File: src/include/xfer_exec_pkg.sv
// Constants and types for the data transfer instruction executor
package xfer_exec_pkg;
	localparam int          DATA_W      = 8;
	localparam int          ADDR_W      = 16;
	localparam int          DISP_W      = 6;
	localparam int          STORE_CYC   = 2;
	localparam int          PMLOAD_CYC  = 3;
	localparam int          STACK_CYC   = 2;
	localparam int          CTRL_CYC    = 1;
	localparam logic [1:0]  CNT_ONE     = 2'h1;
	localparam logic [15:0] PTR_STEP    = 16'h0001;
	localparam logic [15:0] PTR_RESET   = 16'h0000;
	localparam logic [7:0]  BYTE_RESET  = 8'h00;
	// Pointer pair selectors
	localparam logic [1:0]  PTR_X       = 2'h0;
	localparam logic [1:0]  PTR_Y       = 2'h1;
	localparam logic [1:0]  PTR_Z       = 2'h2;
	// Pointer update modes for indirect stores and program loads
	localparam logic [1:0]  MODE_PLAIN  = 2'h0;
	localparam logic [1:0]  MODE_POSTINC = 2'h1;
	localparam logic [1:0]  MODE_PREDEC = 2'h2;

	// Operation codes from the core sequencer
	typedef enum logic [3:0] {
		OP_NONE              = 4'h0,
		OP_STORE_INDIRECT    = 4'h1,
		OP_STORE_DISPLACED   = 4'h2,
		OP_STORE_DIRECT      = 4'h3,
		OP_PROGMEM_LOAD      = 4'h4,
		OP_PROGMEM_STORE     = 4'h5,
		OP_PUSH              = 4'h6,
		OP_POP               = 4'h7,
		OP_SLEEP             = 4'h8,
		OP_WATCHDOG_RESTART  = 4'h9,
		OP_BREAK             = 4'hA
	} op_e;

	// Execution states, Gray along idle-exec1-exec2
	typedef enum logic [1:0] {
		SQ_IDLE  = 2'b00,
		SQ_EXEC1 = 2'b01,
		SQ_EXEC2 = 2'b11
	} exec_state_e;
endpackage : xfer_exec_pkg

File: src/verilog/data_transfer_insn_exec.sv
// Executor for stores, program memory access, stack and control instructions
//
// Overview of operation
// - Post-increment store writes at pointer, then adds one; two cycles, flags kept.
// - Pre-decrement store subtracts one first, then writes; two cycles, flags kept.
// - Displaced store writes at the selected pointer (X, Y or Z) plus offset; pointer kept; two cycles.
// - Direct store writes at immediate address; two cycles, flags kept.
// - Program load reads byte at Z into destination, optional post-increment; three cycles.
// - Program store writes work_reg_hi:work_reg_lo word at Z, flags kept.
// - Push places source register on the stack; two cycles, flags kept.
// - Pop loads destination register from stack top; two cycles, flags kept.
// - Sleep issues in one cycle and hands over to sleep logic.
// - Watchdog restart takes one cycle and pulses the watchdog restart.
// - Break acts only for on-chip debug; no flag change.
`timescale 1ns/10ps
`default_nettype none
module data_transfer_insn_exec
	import xfer_exec_pkg::*;
(
	input  wire logic              ref_clk,
	input  wire logic              reset_n,
	input  wire logic              clk_en,
	input  wire logic              op_valid,
	input  wire logic [3:0]        op_code,
	input  wire logic [1:0]        ptr_sel,
	input  wire logic [1:0]        ptr_mode,
	input  wire logic [DISP_W-1:0] disp,
	input  wire logic [ADDR_W-1:0] imm_addr,
	input  wire logic [DATA_W-1:0] src_data,
	input  wire logic [ADDR_W-1:0] ptr_x,
	input  wire logic [ADDR_W-1:0] ptr_y,
	input  wire logic [ADDR_W-1:0] ptr_z,
	input  wire logic [DATA_W-1:0] work_reg_lo,
	input  wire logic [DATA_W-1:0] work_reg_hi,
	input  wire logic [DATA_W-1:0] pm_rdata,
	input  wire logic [DATA_W-1:0] stack_rdata,
	input  wire logic              debug_enable,
	output logic                   op_ready,
	output logic                   op_done,
	output logic                   dm_we,
	output logic      [ADDR_W-1:0] dm_addr,
	output logic      [DATA_W-1:0] dm_wdata,
	output logic                   pm_re,
	output logic                   pm_we,
	output logic      [ADDR_W-1:0] pm_addr,
	output logic      [15:0]       pm_wdata,
	output logic                   stack_push,
	output logic                   stack_pop,
	output logic      [DATA_W-1:0] stack_wdata,
	output logic                   rd_we,
	output logic      [DATA_W-1:0] rd_data,
	output logic                   ptr_we,
	output logic      [1:0]        ptr_wsel,
	output logic      [ADDR_W-1:0] ptr_wdata,
	output logic                   sleep_req,
	output logic                   wdt_restart,
	output logic                   debug_break,
	output logic                   flags_we
);
	exec_state_e       state_reg, state_next;
	logic [3:0]        op_reg;
	logic [1:0]        sel_reg, mode_reg;
	logic [ADDR_W-1:0] addr_reg, ptr_new_reg;
	logic [DATA_W-1:0] data_reg;
	logic [15:0]       word_reg;

	// Decode of incoming request
	wire               take       = clk_en && op_valid && (state_reg == SQ_IDLE);
	wire [ADDR_W-1:0]  ptr_cur    = (ptr_sel == PTR_X) ? ptr_x :
	                                (ptr_sel == PTR_Y) ? ptr_y : ptr_z;
	wire               is_predec  = (op_code == OP_STORE_INDIRECT) && (ptr_mode == MODE_PREDEC);
	wire               is_postinc = (ptr_mode == MODE_POSTINC) &&
	                                ((op_code == OP_STORE_INDIRECT) ||
	                                 (op_code == OP_PROGMEM_LOAD));
	wire [ADDR_W-1:0]  ptr_stepped;
	wire [ADDR_W-1:0]  disp_addr  = ptr_cur + {{(ADDR_W-DISP_W){1'b0}}, disp};
	wire [ADDR_W-1:0]  eff_addr   =
		(op_code == OP_STORE_DIRECT)    ? imm_addr :
		(op_code == OP_STORE_DISPLACED) ? disp_addr :
		(op_code == OP_PROGMEM_LOAD)    ? ptr_z :
		(op_code == OP_PROGMEM_STORE)   ? ptr_z :
		is_predec                       ? ptr_stepped : ptr_cur;
	wire               multi      = (op_code == OP_STORE_INDIRECT) ||
	                                (op_code == OP_STORE_DISPLACED) ||
	                                (op_code == OP_STORE_DIRECT) ||
	                                (op_code == OP_PROGMEM_LOAD) ||
	                                (op_code == OP_PROGMEM_STORE) ||
	                                (op_code == OP_PUSH) || (op_code == OP_POP);
	wire               three      = (op_code == OP_PROGMEM_LOAD);
	wire               op_sel_z   = (op_code == OP_PROGMEM_LOAD);
	wire [ADDR_W-1:0]  step_base  = op_sel_z ? ptr_z : ptr_cur;

	ptr_step ptr_step_i (
		.ptr_in  (step_base),
		.dec     (is_predec),
		.ptr_out (ptr_stepped)
	);

	// State sequencing
	always_comb begin
		state_next = state_reg;
		case (state_reg)
			SQ_IDLE:  if (take && multi) state_next = three ? SQ_EXEC1 : SQ_EXEC2;
			SQ_EXEC1: state_next = SQ_EXEC2;
			SQ_EXEC2: state_next = SQ_IDLE;
			default:  state_next = SQ_IDLE;
		endcase
	end

	always_ff @(posedge ref_clk) begin
		if (!reset_n) begin
			state_reg <= SQ_IDLE;
		end else if (clk_en) begin
			state_reg <= state_next;
		end
	end

	// Capture of operands when an instruction is taken
	always_ff @(posedge ref_clk) begin
		if (!reset_n) begin
			op_reg      <= OP_NONE;
			sel_reg     <= PTR_X;
			mode_reg    <= MODE_PLAIN;
			addr_reg    <= PTR_RESET;
			ptr_new_reg <= PTR_RESET;
			data_reg    <= BYTE_RESET;
			word_reg    <= PTR_RESET;
		end else if (take) begin
			op_reg      <= op_code;
			sel_reg     <= op_sel_z ? PTR_Z : ptr_sel;
			mode_reg    <= ptr_mode;
			addr_reg    <= eff_addr;
			ptr_new_reg <= ptr_stepped;
			data_reg    <= src_data;
			word_reg    <= {work_reg_hi, work_reg_lo};
		end
	end

	// Last-cycle actions of multi-cycle instructions
	wire last      = clk_en && (state_reg == SQ_EXEC2);
	wire ind_store = (op_reg == OP_STORE_INDIRECT);
	wire store_op  = ind_store || (op_reg == OP_STORE_DISPLACED) || (op_reg == OP_STORE_DIRECT);
	wire pm_load   = (op_reg == OP_PROGMEM_LOAD);
	wire upd_ptr   = (ind_store && (mode_reg != MODE_PLAIN)) ||
	                (pm_load && (mode_reg == MODE_POSTINC));

	// Single-cycle control instructions decode
	wire ctl_take = take && !multi;

	always_ff @(posedge ref_clk) begin
		if (!reset_n) begin
			dm_we       <= 1'b0;
			dm_addr     <= PTR_RESET;
			dm_wdata    <= BYTE_RESET;
			pm_re       <= 1'b0;
			pm_we       <= 1'b0;
			pm_addr     <= PTR_RESET;
			pm_wdata    <= PTR_RESET;
			stack_push  <= 1'b0;
			stack_pop   <= 1'b0;
			stack_wdata <= BYTE_RESET;
			rd_we       <= 1'b0;
			rd_data     <= BYTE_RESET;
			ptr_we      <= 1'b0;
			ptr_wsel    <= PTR_X;
			ptr_wdata   <= PTR_RESET;
			sleep_req   <= 1'b0;
			wdt_restart <= 1'b0;
			debug_break <= 1'b0;
			op_done     <= 1'b0;
		end else if (clk_en) begin
			dm_we       <= last && store_op;
			dm_addr     <= addr_reg;
			dm_wdata    <= data_reg;
			pm_re       <= (state_reg == SQ_EXEC1) && pm_load;
			pm_we       <= last && (op_reg == OP_PROGMEM_STORE);
			pm_addr     <= addr_reg;
			pm_wdata    <= word_reg;
			stack_push  <= last && (op_reg == OP_PUSH);
			stack_pop   <= last && (op_reg == OP_POP);
			stack_wdata <= data_reg;
			rd_we       <= last && (pm_load || (op_reg == OP_POP));
			rd_data     <= pm_load ? pm_rdata : stack_rdata;
			ptr_we      <= last && upd_ptr;
			ptr_wsel    <= sel_reg;
			ptr_wdata   <= ptr_new_reg;
			sleep_req   <= ctl_take && (op_code == OP_SLEEP);
			wdt_restart <= ctl_take && (op_code == OP_WATCHDOG_RESTART);
			debug_break <= ctl_take && (op_code == OP_BREAK) && debug_enable;
			op_done     <= last || ctl_take;
		end
	end

	// Handshake and flag protection
	assign op_ready = clk_en && (state_reg == SQ_IDLE);
	assign flags_we = 1'b0;
endmodule : data_transfer_insn_exec
`default_nettype wire

File: src/verilog/ptr_step.sv
// Full-width pointer step unit, wraps modulo 65536
`timescale 1ns/10ps
`default_nettype none
module ptr_step
	import xfer_exec_pkg::*;
(
	input  wire logic [ADDR_W-1:0] ptr_in,
	input  wire logic              dec,
	output logic      [ADDR_W-1:0] ptr_out
);
	// Sixteen-bit add or subtract; carry passes between bytes
	assign ptr_out = dec ? ptr_in - PTR_STEP : ptr_in + PTR_STEP;
endmodule : ptr_step
`default_nettype wire
File: config.mk
export PLATFORM = sky130hd
export DESIGN_NAME = data_transfer_insn_exec
export DESIGN_NICKNAME = d
export VERILOG_FILES = /design/src/include/xfer_exec_pkg.sv /design/src/verilog/data_transfer_insn_exec.sv /design/src/verilog/ptr_step.sv
export SDC_FILE = /design/constraint.sdc
export NUM_CORES = 1
export LEC_CHECK = 0
export ABC_AREA = 1
export BUFFER_PORTS_ARGS = -buffer_cell sky130_fd_sc_hd__buf_2
export CAP_MARGIN = 20
export CELL_PAD_IN_SITES_DETAIL_PLACEMENT = 0
export CELL_PAD_IN_SITES_GLOBAL_PLACEMENT = 2
export CORE_MARGIN = 3
export CORE_UTILIZATION = 28
export CTS_BUF_LIST = sky130_fd_sc_hd__clkbuf_4
export DETAILED_ROUTE_END_ITERATION = 10
export PLACE_DENSITY_LB_ADDON = 0.1
export REMOVE_ABC_BUFFERS = 1
export SYNTH_ARGS = -nofsm -noshare
export SYNTH_HDL_FRONTEND = slang
export SYNTH_SLANG_ARGS = --single-unit
export TNS_END_PERCENT = 20
File: constraint.sdc
create_clock -name ref_clk -period 3.6 [get_ports ref_clk]
set_clock_uncertainty 0.15 [all_clocks]
set_input_delay 0.18 -clock ref_clk [delete_from_list [all_inputs] [get_ports ref_clk]]
set_output_delay 0.18 -clock ref_clk [all_outputs]
set_load 0.03 [all_outputs]
==> flow_metrics.env <==
export IMPL_start_util_pct=28.6
export IMPL_crit_reg2reg_capture="debug_break"
export IMPL_cpPeakStageDelay_ns=0.54
export IMPL_cp_start_kind="input pin"
export IMPL_period_share_pct=94.8
export IMPL_setup_ws_ns=0.186
export IMPL_tns_ns=0
export IMPL_synth_top_area_share_pct=35.8
export IMPL_grtUsageTotal_pct=18.8
export IMPL_cts_buffers=17
export IMPL_wl_met1_microns=14900
export IMPL_setup_worst_path_start="op_code[3]"
export IMPL_final_seq_area_sq_mm=0.00286
export IMPL_fin_crit_ns=3.41
export IMPL_area_growth_syn_to_layout_pct=34.1
export IMPL_cp_cell_sequence="dlygate4sd3_1 > buf_2 > nor2_2 > nand2_1 > nor2_4 > buf_8 > ha_1 > nand2_1 > inv_1 > nand3_1 > nand2_1 > inv_1 > nor2_1 > nor2_1 > nand2_1 > nand2_1 > nand3_1 > nand2_1 > nand2_1 > nand2_1 > nand2_1 > nand2_1 > a21oi_2 > dlygate4sd3_1"
export IMPL_seq_area_frac_synth_pct=35.8
export IMPL_critPathKind="in2reg"
export IMPL_synthTopCellsByCount="nand2_1, nor2_1, dfxtp_1"
export IMPL_cts_sinks=143
export IMPL_synth_most_common_cell="nand2_1"
export IMPL_grt_pass1_wl_microns=45400
export IMPL_wire_per_inst_microns=15.7
export IMPL_r2r_setup_slack_ns=0.86
export IMPL_detail_route_first_pass_iterations=5
export IMPL_io_pins=226
export IMPL_cpMaxStageDelayCell="dlygate4sd3_1"
export IMPL_hold_ws_ns=0.0601
export IMPL_reg2reg_from="state_reg[0]"
export IMPL_outcome="complete, no violations"
export IMPL_hold_viol=0
export IMPL_synthCells=1205
export IMPL_grt_pass1_vias=7904
export IMPL_place_congestion=0.873
export IMPL_cts_tree="done"
export IMPL_dieArea_sq_mm=0.0306
export IMPL_yosysWarnings=0
export IMPL_ant_nets=0
export IMPL_cts_root_buffer="clkbuf_4"
export IMPL_synth_area_sq_mm=0.00799
export IMPL_grt_max_degree=84
export IMPL_vdd_drop_max_v=0.000189
export IMPL_fin_util_pct=38.3
export IMPL_worstPathArrival_ns=3.71
export IMPL_r2r_cells=8
export IMPL_overflow=0
export IMPL_antenna_found_initial=1
export IMPL_ys_flop_type="dfxtp_1"
export IMPL_coreArea_sq_mm=0.0279
export IMPL_route_top_layer_used="met4"
export IMPL_synth_area_leaders="dfxtp_1, nand2_1, nor2_1"
export IMPL_ys_seq_elements=143
export IMPL_drc=0
export IMPL_drive_above_1_share_pct=23.3
export IMPL_crit_fanout=11
export IMPL_die_h_microns=175
export IMPL_synth_largest_area_cell="dfxtp_1"
export IMPL_dpl_worst_slack_ns=0.409
export IMPL_met3WireLength_microns=1240
export IMPL_drt_iter0_markers=508
export IMPL_worst_path_most_repeated_cell="nand2_1"
export IMPL_multiInputGateArea_sq_mm=0.00425
export IMPL_cts_max_level=4
export IMPL_slew_headroom_pct=39.1
export IMPL_cp_end_kind="flop"
export IMPL_dr_total_vias=8487
export IMPL_portBuffers=224
export IMPL_syn_avg_cell_area_sq_um=6.63
export IMPL_cp_required_ns=3.89
export IMPL_vias_per_cell=4.53
export IMPL_hpwl_microns=20800
export IMPL_fmax_mhz=293
export IMPL_yosysUniqueCellTypes=42
export IMPL_rows=61
export IMPL_worstMarginPinSlew_ns=0.913
export IMPL_hp_class="in2reg"
export IMPL_clkLatencyLatePin_ns=0.53
export IMPL_met2_length_microns=13100
export IMPL_synth_edf_count=0
export IMPL_die_w_microns=175
export IMPL_clk_path_buf_depth=2
export IMPL_routed_wl_microns=29400
export IMPL_fillCellCount=3152
export IMPL_setup_violations_final=0
export IMPL_endpoint="addr_reg[15]"
export IMPL_slew_viol_final=0
export IMPL_ys_async_sr_fraction_pct=0
export IMPL_maxCapViolCount=0
export IMPL_clkTransAtPathRegs_ns=0.15
export IMPL_leakagePower_nw=5.35
export IMPL_final_nets=1622
export IMPL_power_density_mw_per_mm2=365
cell type report:
class / instances / share of cell area (%)
multi-input cells: 839 / 39.6
flip-flops and latches: 143 / 26.7
repair buffers: 343 / 21.5
inverters: 138 / 4.88
well taps: 378 / 4.42
clock inverters: 15 / 1.57
clock buffers: 17 / 1.19
diodes: 1 / 0.0234
worst max-delay path, delay by kind of cell:
kind / cells / cell delay, ns
AND/OR/NAND/NOR: 16 / 1.58
AO/OA/AOI/OAI: 1 / 0.05
buffers and inverters: 6 / 1.59
adder cells (fa/ha/maj): 1 / 0.31
cell families (layout without fill, tap and decap cells):
logic type | count (synthesis) | count (layout) | share of synthesized area (%)
buf+inv | 224 | 513 | 12.2
simple gates | 518 | 519 | 27.5
compound gates | 288 | 288 | 20.0
xor+xnor | 14 | 14 | 1.54
flops | 143 | 143 | 35.8
fa+ha+maj | 17 | 17 | 2.85
other cells | 1 | 2 | 0.0470
how the worst min path moves through the flow:
stage,slack (ns),depth (start not counted),startpoint,endpoint
2_1_floorplan,0.12,1,clk_en,ptr_wdata[3]
3_3_place_gp,0.28,3,work_reg_lo[4],word_reg[4]
3_5_place_dp,0.29,3,src_data[6],data_reg[6]
4_1_cts,0.01,5,clk_en,dm_we
5_1_grt,0.03,5,clk_en,pm_we
6_report,0.06,3,op_code[0],op_reg[0]
stage by stage:
stage,instance area [sq um],power (mW),instances
after floorplan,7530,2.34,1119
after global placement,9280,2.70,1739
after detailed placement,9310,2.71,1740
after CTS,10500,3.95,1863
after global routing,10700,4.16,1874
final,10700,3.91,1874
cells in the final DEF (no fill, tap or decap), types with 3 or more instances in the layout:
cell type,n
dfxtp_1,143
ha_1,12
buf_4,27
inv_1,126
nand2_2,13
inv_6,6
xor2_1,11
nand2_1,214
o22ai_1,15
nand2_4,3
nand4_1,11
o21ai_0,140
clkbuf_4,17
nor2_4,6
buf_2,221
a21oi_2,5
o21bai_1,6
inv_8,4
nor2_1,196
nand3_1,57
nor2_2,7
dlygate4sd3_1,89
o21ai_1,5
o21ai_2,5
inv_2,9
a31oi_1,6
nand3_2,5
nand3b_1,3
a21oi_1,76
o211ai_1,21
power by group:
part	leakage (nW)	total, mW	switching [mW]	internal (mW)
sequential	1.18	1.74	0.0511	1.69
combinational	4.02	1.04	0.651	0.386
clock	0.155	1.14	0.759	0.381
what timing repair did:
item | 4_1_cts | 5_1_grt
hold buffers | 91 | 0
setup endpoints to repair | 0 | 10
endpoints found under the hold margin | 83 | 0
buffers inserted | 0 | 11
gates resized for setup | 0 | 26
per-layer routing:
layer / global-route usage (%) / vias to the layer above
met4: 3.46 / 0
li1: - / 4432
met1: 27.2 / 3843
met3: 2.93 / 10
met5: 0 / -
met2: 29.8 / 202
(Power assumes the default switching activity.)
